--- src/vev_defs.svh ---
// Offsets, field positions, reset values and timing counts of the ejector valve control
`ifndef VEV_DEFS_SVH
`define VEV_DEFS_SVH
`define VEV_ADDR_CTRL     8'h00
`define VEV_ADDR_CUTOFF   8'h04
`define VEV_ADDR_PRESENCE 8'h08
`define VEV_ADDR_BLOWTIME 8'h0C
`define VEV_ADDR_STATUS   8'h10
`define VEV_CTRL_NC       0
`define VEV_CTRL_REG      1
`define VEV_RST_CTRL      2'h1
`define VEV_RST_CUTOFF    10'h3FF
`define VEV_RST_PRESENCE  10'h226
`define VEV_RST_BLOWTIME  11'h000
`define VEV_CUTOFF_MAX    10'h3FF
`define VEV_CLK_NS        100
`define VEV_TICK_US       1000
`define VEV_HOLD_MS       3000
`define VEV_FLASH_MS      250
`define VEV_SETTLE_MS     50
`endif

--- src/vev_pkg.sv ---
// Types shared by the ejector valve control
package vev_pkg;
	typedef enum logic {
		VEV_AUTO,
		VEV_MANUAL
	} vev_mode_t;
endpackage : vev_pkg

--- src/vev_ctrl.sv ---
// Ejector valve control: suction and blow-off valves, regulation, manual mode, APB registers
`timescale 1ns/1ps
`include "vev_defs.svh"
module vev_ctrl
	import vev_pkg::*;
#(
	parameter int TICK_CYC = `VEV_TICK_US * 1000 / `VEV_CLK_NS
) (
	input  wire logic        mclk,
	input  wire logic        rst_b,
	input  wire logic        psel,
	input  wire logic        penable,
	input  wire logic        pwrite,
	input  wire logic [7:0]  paddr,
	input  wire logic [31:0] pwdata,
	output logic             pready,
	output logic [31:0]      prdata,
	output logic             pslverr,
	input  wire logic        suctionCmd,
	input  wire logic        blowCmd,
	input  wire logic        keyUp,
	input  wire logic        keyDown,
	input  wire logic        keyCentre,
	input  wire logic [9:0]  vacuumLevel,
	output logic             suctionValve,
	output logic             blowValve,
	output logic             ledCutoff,
	output logic             ledPresence,
	output logic [9:0]       barLevel,
	output logic             manualMode,
	output logic             valveProtEn
);
	localparam int HOLD_TICKS  = `VEV_HOLD_MS * 1000 / `VEV_TICK_US;
	localparam int FLASH_TICKS = `VEV_FLASH_MS * 1000 / `VEV_TICK_US;

	// Two-stage synchronisers for the command, key and vacuum pins
	logic [4:0] pinMeta_r;
	logic [4:0] pinSync_r;
	logic [4:0] pinPrev_r;
	logic [9:0] vacMeta_r;
	logic [9:0] vacSync_r;
	always_ff @(posedge mclk or negedge rst_b) begin
		if (!rst_b) begin
			pinMeta_r <= 5'h00;
			pinSync_r <= 5'h00;
			pinPrev_r <= 5'h00;
			vacMeta_r <= 10'h000;
			vacSync_r <= 10'h000;
		end else begin
			pinMeta_r <= {keyCentre, keyDown, keyUp, blowCmd, suctionCmd};
			pinSync_r <= pinMeta_r;
			pinPrev_r <= pinSync_r;
			vacMeta_r <= vacuumLevel;
			vacSync_r <= vacMeta_r;
		end
	end
	wire logic sCmd = pinSync_r[0];
	wire logic bCmd = pinSync_r[1];
	wire logic up = pinSync_r[2];
	wire logic down = pinSync_r[3];
	wire logic [4:0] pinRise = pinSync_r & ~pinPrev_r;
	wire logic extChange = (pinSync_r[1:0] != pinPrev_r[1:0]);

	// APB slave: one wait state, answer registered
	logic [1:0]  ctrl_r, ctrl_nxt;
	logic [9:0]  cutoff_r, cutoff_nxt;
	logic [9:0]  presence_r, presence_nxt;
	logic [10:0] blowTime_r, blowTime_nxt;
	logic        pready_r, pready_nxt;
	logic [31:0] prdata_r, prdata_nxt;
	logic        pslverr_r, pslverr_nxt;
	vev_mode_t   mode_r, mode_nxt;
	logic        suctionValve_r, blowValve_r;
	logic        ledCutoff_r, ledPresence_r;

	function automatic logic vevMapped(input logic [7:0] a);
		vevMapped = (a == `VEV_ADDR_CTRL) || (a == `VEV_ADDR_CUTOFF) || (a == `VEV_ADDR_PRESENCE) ||
			(a == `VEV_ADDR_BLOWTIME) || (a == `VEV_ADDR_STATUS);
	endfunction : vevMapped

	always_comb begin
		ctrl_nxt     = ctrl_r;
		cutoff_nxt   = cutoff_r;
		presence_nxt = presence_r;
		blowTime_nxt = blowTime_r;
		pready_nxt   = 1'b0;
		prdata_nxt   = prdata_r;
		pslverr_nxt  = 1'b0;
		if (psel && penable && !pready_r) begin
			pready_nxt  = 1'b1;
			pslverr_nxt = !vevMapped(paddr);
			case (paddr)
				`VEV_ADDR_CTRL:     prdata_nxt = {30'h0000_0000, ctrl_r};
				`VEV_ADDR_CUTOFF:   prdata_nxt = {22'h00_0000, cutoff_r};
				`VEV_ADDR_PRESENCE: prdata_nxt = {22'h00_0000, presence_r};
				`VEV_ADDR_BLOWTIME: prdata_nxt = {21'h00_0000, blowTime_r};
				`VEV_ADDR_STATUS:   prdata_nxt = {26'h000_0000, mode_r == VEV_MANUAL, ledPresence_r,
					ledCutoff_r, blowValve_r, suctionValve_r, blowTime_r != 11'h000};
				default:            prdata_nxt = 32'h0000_0000;
			endcase
		end
		// Writes during manual mode are dropped, not queued
		if (psel && penable && pready_r && pwrite && mode_r == VEV_AUTO) begin
			case (paddr)
				`VEV_ADDR_CTRL:     ctrl_nxt = pwdata[1:0];
				`VEV_ADDR_CUTOFF:   cutoff_nxt = pwdata[9:0];
				`VEV_ADDR_PRESENCE: presence_nxt = pwdata[9:0];
				`VEV_ADDR_BLOWTIME: blowTime_nxt = pwdata[10:0];
				default:            ctrl_nxt = ctrl_r;
			endcase
		end
	end

	always_ff @(posedge mclk or negedge rst_b) begin
		if (!rst_b) begin
			ctrl_r     <= `VEV_RST_CTRL;
			cutoff_r   <= `VEV_RST_CUTOFF;
			presence_r <= `VEV_RST_PRESENCE;
			blowTime_r <= `VEV_RST_BLOWTIME;
			pready_r   <= 1'b0;
			prdata_r   <= 32'h0000_0000;
			pslverr_r  <= 1'b0;
		end else begin
			ctrl_r     <= ctrl_nxt;
			cutoff_r   <= cutoff_nxt;
			presence_r <= presence_nxt;
			blowTime_r <= blowTime_nxt;
			pready_r   <= pready_nxt;
			prdata_r   <= prdata_nxt;
			pslverr_r  <= pslverr_nxt;
		end
	end

	// Millisecond tick shared by all timers
	logic [13:0] tickCnt_r, tickCnt_nxt;
	logic        tick_r, tick_nxt;
	always_comb begin
		tick_nxt    = (tickCnt_r == 14'(TICK_CYC - 1));
		tickCnt_nxt = tick_nxt ? 14'h0000 : tickCnt_r + 14'h0001;
	end

	// Valve and mode control
	logic [11:0] holdCnt_r, holdCnt_nxt;
	logic [10:0] blowCnt_r, blowCnt_nxt;
	logic [7:0]  flashCnt_r, flashCnt_nxt;
	logic        flash_r, flash_nxt;
	logic        manSuck_r, manSuck_nxt;
	logic        regOff_r, regOff_nxt;
	logic        demandPrev_r;
	logic        suctionValve_nxt, blowValve_nxt;
	logic        ledCutoff_nxt, ledPresence_nxt;
	logic [9:0]  barLevel_r;
	logic        manualMode_r, valveProtEn_r;
	logic        demand, timedMode, regActive, manBlow, blowOn;
	logic [9:0]  resumeLevel;

	always_comb begin
		mode_nxt     = mode_r;
		holdCnt_nxt  = holdCnt_r;
		manSuck_nxt  = manSuck_r;
		flashCnt_nxt = flashCnt_r;
		flash_nxt    = flash_r;
		if (ctrl_r[`VEV_CTRL_NC])
			demand = sCmd;
		else
			demand = !sCmd;
		timedMode   = (blowTime_r != 11'h000);
		regActive   = ctrl_r[`VEV_CTRL_REG] && (cutoff_r != `VEV_CUTOFF_MAX);
		resumeLevel = cutoff_r - 10'(cutoff_r / 10'd5);
		manBlow     = 1'b0;
		if (mode_r == VEV_AUTO) begin
			if ((up || down) && tick_r)
				holdCnt_nxt = holdCnt_r + 12'h001;
			else if (!(up || down))
				holdCnt_nxt = 12'h000;
			if (holdCnt_r > 12'(HOLD_TICKS)) begin
				mode_nxt    = VEV_MANUAL;
				manSuck_nxt = 1'b0;
			end
		end else begin
			// Keys are accepted only after the entry key is let go
			if (holdCnt_r == 12'h000 && pinRise[2] && !manSuck_r)
				manSuck_nxt = 1'b1;
			else if (holdCnt_r == 12'h000 && (pinRise[2] || pinRise[3]))
				manSuck_nxt = 1'b0;
			if (!(up || down))
				holdCnt_nxt = 12'h000;
			manBlow = down && holdCnt_r == 12'h000 && !manSuck_r;
			if (pinRise[4] || extChange) begin
				mode_nxt    = VEV_AUTO;
				manSuck_nxt = 1'b0;
				// A key still held on exit must not count towards a new entry
				holdCnt_nxt = 12'h000;
			end
			if (tick_r) begin
				if (flashCnt_r == 8'(FLASH_TICKS - 1)) begin
					flashCnt_nxt = 8'h00;
					flash_nxt    = !flash_r;
				end else begin
					flashCnt_nxt = flashCnt_r + 8'h01;
				end
			end
		end
		if (mode_r == VEV_MANUAL)
			demand = manSuck_r;
		// Hysteresis state, kept in manual suction as well
		regOff_nxt = regOff_r;
		if (!demand || !regActive)
			regOff_nxt = 1'b0;
		else if (vacSync_r >= cutoff_r)
			regOff_nxt = 1'b1;
		else if (vacSync_r < resumeLevel)
			regOff_nxt = 1'b0;
		blowCnt_nxt = blowCnt_r;
		if (mode_r == VEV_AUTO && timedMode && demandPrev_r && !demand)
			blowCnt_nxt = blowTime_r;
		else if (demand || mode_r == VEV_MANUAL)
			blowCnt_nxt = 11'h000;
		else if (tick_r && blowCnt_r != 11'h000)
			blowCnt_nxt = blowCnt_r - 11'h001;
		if (mode_r == VEV_MANUAL)
			blowOn = manBlow;
		else if (timedMode)
			blowOn = (blowCnt_r != 11'h000);
		else
			blowOn = bCmd;
		blowValve_nxt    = blowOn;
		// Next hysteresis state, so the nozzle stops in the cycle the cutoff is seen
		suctionValve_nxt = demand && !regOff_nxt && !blowOn;
		if (mode_r == VEV_MANUAL) begin
			ledCutoff_nxt   = manBlow || flash_r;
			ledPresence_nxt = manBlow || flash_r;
		end else begin
			ledCutoff_nxt   = regActive && vacSync_r >= cutoff_r;
			ledPresence_nxt = vacSync_r >= presence_r;
		end
	end

	always_ff @(posedge mclk or negedge rst_b) begin
		if (!rst_b) begin
			tickCnt_r      <= 14'h0000;
			tick_r         <= 1'b0;
			mode_r         <= VEV_AUTO;
			holdCnt_r      <= 12'h000;
			blowCnt_r      <= 11'h000;
			flashCnt_r     <= 8'h00;
			flash_r        <= 1'b0;
			manSuck_r      <= 1'b0;
			regOff_r       <= 1'b0;
			demandPrev_r   <= 1'b0;
			suctionValve_r <= 1'b0;
			blowValve_r    <= 1'b0;
			ledCutoff_r    <= 1'b0;
			ledPresence_r  <= 1'b0;
			barLevel_r     <= 10'h000;
			manualMode_r   <= 1'b0;
			valveProtEn_r  <= 1'b1;
		end else begin
			tickCnt_r      <= tickCnt_nxt;
			tick_r         <= tick_nxt;
			mode_r         <= mode_nxt;
			holdCnt_r      <= holdCnt_nxt;
			blowCnt_r      <= blowCnt_nxt;
			flashCnt_r     <= flashCnt_nxt;
			flash_r        <= flash_nxt;
			manSuck_r      <= manSuck_nxt;
			regOff_r       <= regOff_nxt;
			demandPrev_r   <= demand;
			suctionValve_r <= suctionValve_nxt;
			blowValve_r    <= blowValve_nxt;
			ledCutoff_r    <= ledCutoff_nxt;
			ledPresence_r  <= ledPresence_nxt;
			barLevel_r     <= vacSync_r;
			manualMode_r   <= (mode_nxt == VEV_MANUAL);
			valveProtEn_r  <= (mode_nxt == VEV_AUTO);
		end
	end

	assign pready       = pready_r;
	assign prdata       = prdata_r;
	assign pslverr      = pslverr_r;
	assign suctionValve = suctionValve_r;
	assign blowValve    = blowValve_r;
	assign ledCutoff    = ledCutoff_r;
	assign ledPresence  = ledPresence_r;
	assign barLevel     = barLevel_r;
	assign manualMode   = manualMode_r;
	assign valveProtEn  = valveProtEn_r;
endmodule : vev_ctrl

--- config.mk ---
export PLATFORM = sky130hd
export DESIGN_NAME = vev_ctrl
export DESIGN_NICKNAME = d
export VERILOG_FILES = /design/src/vev_pkg.sv /design/src/vev_ctrl.sv
export VERILOG_INCLUDE_DIRS = /design/src
export SDC_FILE = /design/constraint.sdc
export NUM_CORES = 1
export LEC_CHECK = 0
export BUFFER_PORTS_ARGS = -buffer_cell sky130_fd_sc_hd__buf_2
export CAP_MARGIN = 20
export CORE_UTILIZATION = 38
export CTS_CLUSTER_DIAMETER = 40
export DETAILED_ROUTE_END_ITERATION = 8
export PLACE_DENSITY = 0.55
export SYNTH_ARGS = -nofsm -noshare
export SYNTH_HDL_FRONTEND = slang
export SYNTH_SLANG_ARGS = --single-unit
--- constraint.sdc ---
create_clock -name mclk -period 19.4 [get_ports mclk]
set_clock_uncertainty 0.15 [all_clocks]
set_input_delay 1.94 -clock mclk [delete_from_list [all_inputs] [get_ports mclk]]
set_output_delay 1.94 -clock mclk [all_outputs]
set_load 0.02 [all_outputs]
==> results_dict.tcl, run 1 <==
set metrics [dict create \
    leakagePower_nw 4.30 \
    num_vias 6029 \
    min_period_ns 7.27 \
    syn_to_final_growth_pct 13.3 \
    finalSetupTns_ns 0 \
    arrival_ns 7.48 \
    yosys_most_used_dff "dfrtp_1" \
    yosys_warnings 0 \
    yosysSeqAreaShare 0.455 \
    coreArea_mm2 0.0210 \
    clock_latency_ns 0.43 \
    antenna_found_initial 0 \
    ys_ff_latch 147 \
    synth-async-reset-ratio 1.00 \
    root_buffer "clkbuf_16" \
    cts_made_buffers 17 \
    drv_cap 0 \
    worstMarginPinSlew_ns 0.980 \
    maxSlewViolCount 0 \
    post-cts-setup-buffers 0 \
    rows 53 \
    max_freq_mhz 137 \
    die_w_um 148 \
    path_class "reg -> reg" \
    irDropWorstVdd_mv 0.0577 \
    required_ns 19.60 \
    start_util 0.386 \
    synthCells 831 \
    finalSetupViolCount 0 \
    power_mw 0.718 \
    grt_pass1_vias 5912 \
    clock-sinks 147 \
    cts_tree "done" \
    dr.first_iter.drc_count 305 \
    gp_congestion 0.852 \
    maxSlewHeadroom 0.344 \
    hold_buffers 0 \
    drc 0 \
    cpPeakStageDelay_ns 0.83 \
    slowest_stage "dfstp_2" \
    drt_pass1_iterations 5 \
    drt-total-wl_um 18700 \
    endpoint_kind "flop" \
    gr-total-overflow 0 \
    critPathMaxFanout 25 \
    clockBufferDepth 2 \
    startpoint_type "flop" \
    syn_avg_cell_area_um2 9.77 \
    outcome "completed" \
    n_antenna_cell 0 \
    hold_path_class "reg -> reg" \
    synthesis.area_mm2 0.00812 \
    clk_pin_slew_ns 0.07 \
    io_pins 110 \
    dieArea_mm2 0.0220 \
    hpwl_um 13300 \
    cts_resized 0 \
    postRouteAntennaNets 0 \
    nets 990 \
    synth_cell_type_count 82 \
    p_per_area_mw_per_mm2 78.0 \
    post-route-period-util 0.375 \
    wl_per_cell_um 16.0 \
    rsz0062_at_grt "false" \
    htree_levels 4 \
    portBuffers 67 \
    synth_edf_count 0 \
    pre_cts_slack_ns 12.20 \
    post-route-util 0.438 \
    drive_gt1_frac 0.186 \
    hold_ws_ns 0.194 \
    viasPerCell 5.14 \
    grt_usage 0.181 \
    grt_first_pass_wirelength_um 30900 \
    die_y_um 148 \
    grt_max_degree 80 \
    hold_viol 0 \
    fin_ws_ns 12.13 \
]
-- power breakdown --
group / total, mW / switching [mW] / internal (mW)
Clock: 0.345 / 0.145 / 0.200
Sequential: 0.321 / 0.00677 / 0.314
Combinational: 0.0517 / 0.0332 / 0.0185
-- routing by layer --
metal	up-vias	GRT usage	wire length (µm)
li1	3018	-	-
met1	2877	0.251	9130
met2	110	0.283	8600
met3	24	0.0288	599
met4	0	0.0675	378
met5	-	0	0
-- placed cells by master, fill, tap and decap left out, types with 3 or more instances in the layout --
cell,synthesis,routed
a211o_1,3,3
a211oi_1,3,3
a21o_1,10,10
a21oi_1,50,50
a22o_1,6,6
a22oi_1,11,11
a31oi_1,9,9
a41oi_1,4,4
and2_1,3,3
and3_1,9,9
buf_2,4,66
buf_4,24,3
clkbuf_16,0,17
conb_1,1,21
dfrtp_1,131,131
dfstp_2,16,16
ha_1,45,45
inv_1,42,42
inv_6,0,5
inv_8,0,4
mux2_2,26,26
mux2i_1,8,8
nand2_1,65,65
nand2b_1,9,9
nand3_1,22,22
nand3b_1,3,3
nand4_1,8,8
nor2_1,69,69
nor2b_1,8,8
nor3_1,18,18
nor3b_1,5,5
nor4_1,4,4
o21a_1,9,9
o21ai_0,68,68
o22ai_1,8,8
o31ai_1,5,5
o41ai_1,5,5
or3_1,7,7
xnor2_1,16,16
xor2_1,16,16
-- per-stage QoR --
step,instances,area [µm²]
3_5_place_dp,1138,8570
2_1_floorplan,851,8200
5_1_grt,1172,9200
6_report,1172,9200
3_3_place_gp,1138,8570
4_1_cts,1170,9190
-- path summary, 6_finish.rpt --
| kind | end | from | cells past startpoint | slack (ns) |
|---|---|---|---|---|
| setup / recovery | suctionValve | cutoff_r[6] | 33 | 12.13 |
| hold / removal | vacSync_r[2] | vacMeta_r[2] | 0 | 0.19 |
| setup reg to reg | suctionValve | cutoff_r[6] | 33 | 12.13 |
| hold reg to reg | vacSync_r[2] | vacMeta_r[2] | 0 | 0.19 |
| max in group asynchronous | tickCnt_r[7] | rst_b | 2 | 16.34 |
| min in group asynchronous | blowCnt_r[4] | rst_b | 1 | 1.40 |
-- kinds of logic (layout without fill, tap and decap cells) --
| group | count (synthesis) | after routing | share of synthesized area |
|---|---|---|---|
| AO/OA/AOI/OAI | 216 | 216 | 0.170 |
| XOR/XNOR | 33 | 33 | 0.0365 |
| adder cells (fa/ha/maj) | 48 | 48 | 0.0742 |
| buffers and inverters | 100 | 146 | 0.0613 |
| flip-flops | 147 | 147 | 0.455 |
| multiplexers | 34 | 34 | 0.0459 |
| other | 1 | 21 | 0.000462 |
| AND/OR/NAND/NOR | 252 | 252 | 0.156 |
-- cell usage after synthesis, types with 3 or more instances --
cell      instances  area (µm²)
a41oi_1           4        35.0
clkbuf_1         22        82.6
a21o_1           10        75.1
a31oi_1           9        56.3
dfstp_2          16         420
nor4_1            4        25.0
a211oi_1          3        22.5
and3_1            9        56.3
o21ai_0          68         340
inv_1            42         158
nand3_1          22         110
dfrtp_1         131        3280
buf_4            24         180
nand2_1          65         244
o21a_1            9        67.6
nand3b_1          3        22.5
nor3_1           18        90.1
nand2b_1          9        56.3
xor2_1           16         140
and2_1            3        18.8
nor2b_1           8        50.1
buf_1             3        11.3
o41ai_1           5        43.8
ha_1             45         563
a21oi_1          50         250
o31ai_1           5        37.5
xnor2_1          16         140
a22o_1            6        52.6
or3_1             7        43.8
a22oi_1          11        82.6
mux2i_1           8        80.1
o22ai_1           8        50.1
a211o_1           3        26.3
nor3b_1           5        37.5
nand4_1           8        50.1
buf_6             3        33.8
mux2_2           26         293
buf_2             4        20.0
nor2_1           69         259
-- critical path: cells and delay by family, from the launching register on --
| kind | cells | cell delay (ns) |
|---|---|---|
| compound gates | 15 | 2.84 |
| buf+inv | 1 | 0.08 |
| simple gates | 10 | 1.52 |
| flops | 1 | 0.83 |
| fa+ha+maj | 5 | 1.46 |
| xor+xnor | 2 | 0.28 |
-- final cells by class --
cell class | count | area [µm²]
clock buffers | 18 | 439
clock inverters | 14 | 183
fillers | 2053 | 11800
inverters | 42 | 158
multi-input cells | 604 | 4000
flip-flops and latches | 147 | 3700
well taps | 275 | 344
repair buffers | 72 | 377
-- sequential cells by signal, indices dropped and copies added (netlist names), 2 cells and up --
signal and count:
barLevel 10, blowCnt_r 11, blowTime_r 11, ctrl_r 2, cutoff_r 10, flashCnt_r 8
holdCnt_r 12, pinMeta_r 5, pinPrev_r 5, pinSync_r 5, prdata 11, presence_r 10
tickCnt_r 14, vacMeta_r 10, vacSync_r 10
No activity file was read; power rests on OpenSTA's default activity.
==> inputs of run 2 (changes only) <==
==> constraint.sdc (replaced) <==
create_clock -name mclk -period 7.2 [get_ports mclk]
set_clock_uncertainty 0.15 [all_clocks]
set_input_delay 0.72 -clock mclk [delete_from_list [all_inputs] [get_ports mclk]]
set_output_delay 0.72 -clock mclk [all_outputs]
set_load 0.02 [all_outputs]
==> run 2 against run 1 <==
  * Maximum frequency grew 9.2%
  * Clock power increased to 2.6 times the previous value
  * Sequential power grew to 2.7 times the previous value
  * Combinational power rose to 2.7 times the previous value
  * Via count up 0.93%
==> results_dict.tcl, run 2 (synthesis results as in run 1) <==
set metrics [dict create \
    rsz0062_at_grt "false" \
    io_pins 110 \
    switchingPower_mw 0.485 \
    hold_viol 0 \
    hpwl_um 13400 \
    gr-total-overflow 0 \
    n_antenna_cell 0 \
    largest_reg_flops 14 \
    grt_first_pass_wirelength_um 30700 \
    p_sw_frac 0.255 \
    leakagePower_nw 4.30 \
    maxSlewHeadroom 0.297 \
    p_per_area_mw_per_mm2 206 \
    p_clk_frac 0.472 \
    hold_buffers 0 \
    rr_startpoint "cutoff_r[4]" \
    viasPerCell 5.17 \
    endpoint_kind "flop" \
    top_regs "tickCnt_r: 14 flops, holdCnt_r: 12 flops" \
    cts_made_buffers 17 \
    final_common_cell "dfrtp_1" \
    p_int_mw 1.42 \
    die_w_um 148 \
    dr.first_iter.drc_count 272 \
    fillers 2048 \
    clockBufferDepth 2 \
    min_period_ns 6.66 \
    regMostFlops "tickCnt_r" \
    irDropWorstVdd_mv 0.155 \
    final_cells 1177 \
    grt_usage 0.181 \
    clock_latency_ns 0.43 \
    power_mw 1.90 \
    antenna_found_initial 0 \
    dieArea_mm2 0.0220 \
    hp-start "pinMeta_r[1]" \
    crit_buf_inv 2 \
    num_vias 6085 \
    max_freq_mhz 150 \
    drc 0 \
    dp_cells 1145 \
    maxSlewViolCount 0 \
    clk_pin_slew_ns 0.06 \
    root_buffer "clkbuf_16" \
    outcome "completed" \
    hold_ws_ns 0.197 \
    syn_to_final_growth_pct 13.6 \
    path_class "reg -> reg" \
    nets 995 \
    crit_start "cutoff_r[4]" \
    wl_per_cell_um 15.9 \
    cts_tree "done" \
    drt-total-wl_um 18700 \
    drive_gt1_frac 0.191 \
    finalSetupTns_ns 0 \
    grt_max_degree 87 \
    drv_cap 0 \
    arrival_ns 6.80 \
    portBuffers 67 \
    gp_congestion 0.845 \
    required_ns 7.34 \
    cpPeakStageDelay_ns 0.65 \
    worstMarginPinSlew_ns 1.05 \
    startpoint_type "flop" \
    htree_levels 4 \
    p_seq_frac 0.454 \
    rows 53 \
    comb_power_share 0.074 \
    critPathMaxFanout 10 \
    finalSetupViolCount 0 \
    start_util 0.386 \
    drt_pass1_iterations 5 \
    layout_common_cells "dfrtp_1, nor2_1, o21ai_0, buf_2, nand2_1" \
    clock-sinks 147 \
    slowest_stage "dfstp_2" \
    die_y_um 148 \
    coreArea_mm2 0.0210 \
    grt_pass1_vias 5859 \
    hold_path_class "reg -> reg" \
    postRouteAntennaNets 0 \
    path_delay_family "compound AO/OA/AOI/OAI gates" \
    post-route-period-util 0.925 \
]
## run 2: path summary, 6_finish.rpt
path | cells after the start | slack, ns | to
worst max-delay path | 33 | 0.54 | regOff_r
worst min-delay path | 0 | 0.20 | pinSync_r[1]
worst max register to register | 33 | 0.54 | regOff_r
worst min register to register | 0 | 0.20 | pinSync_r[1]
max in group asynchronous | 2 | 5.40 | vacMeta_r[7]
min in group asynchronous | 1 | 0.21 | prdata[4]
## run 2: worst reg2reg max path: cells and delay by family, from the launching register on
family / cells / cell delay (ns)
AOI/OAI and AO/OA: 17 / 2.72
xor gates and xnor gates: 1 / 0.14
adders and majority gates: 6 / 1.49
buffers and inverters: 2 / 0.15
DFF: 1 / 0.65
and+or+nand+nor: 7 / 1.22
## run 2: stage by stage
stage | setup WS (ns) | utilization | instance area (µm²)
final | 0.539 | 0.439 | 9230
after floorplan | 0.991 | - | 8200
after CTS | 0.400 | 0.438 | 9220
after global routing | 0.0345 | 0.439 | 9230
after detailed placement | 0.459 | 0.410 | 8620
after global placement | 0.476 | 0.410 | 8620
## run 2: final cells by class
type	instances	area, µm²	share of cell area
tap	275	344	0.0373
sequential	147	3710	0.402
multi-input combinational	604	4010	0.434
timing repair buffer	77	417	0.0451
inverter	42	158	0.0171
clock buffer	18	429	0.0465
clock inverter	14	168	0.0182
## run 2: layer usage
| metal | track usage | part of all wire |
|---|---|---|
| met1 | 0.254 | 0.50 |
| met2 | 0.280 | 0.45 |
| met3 | 0.0285 | 0.031 |
| met4 | 0.0706 | 0.020 |
| met5 | 0 | 0 |
## run 2: what timing repair did
item | in CTS | in global routing
buffers inserted | 0 | 0
setup endpoints to repair | 0 | 2
resized for setup | 0 | 5
## run 2: power by group through the flow
stage	sequential [mW]	clock (mW)	combinational (mW)
3_3_place_gp	0.879	0	0.140
3_5_place_dp	0.880	0	0.142
5_1_grt	0.867	0.958	0.161
6_report	0.864	0.899	0.141
4_1_cts	0.865	0.923	0.143
2_1_floorplan	0.878	0	0.0919
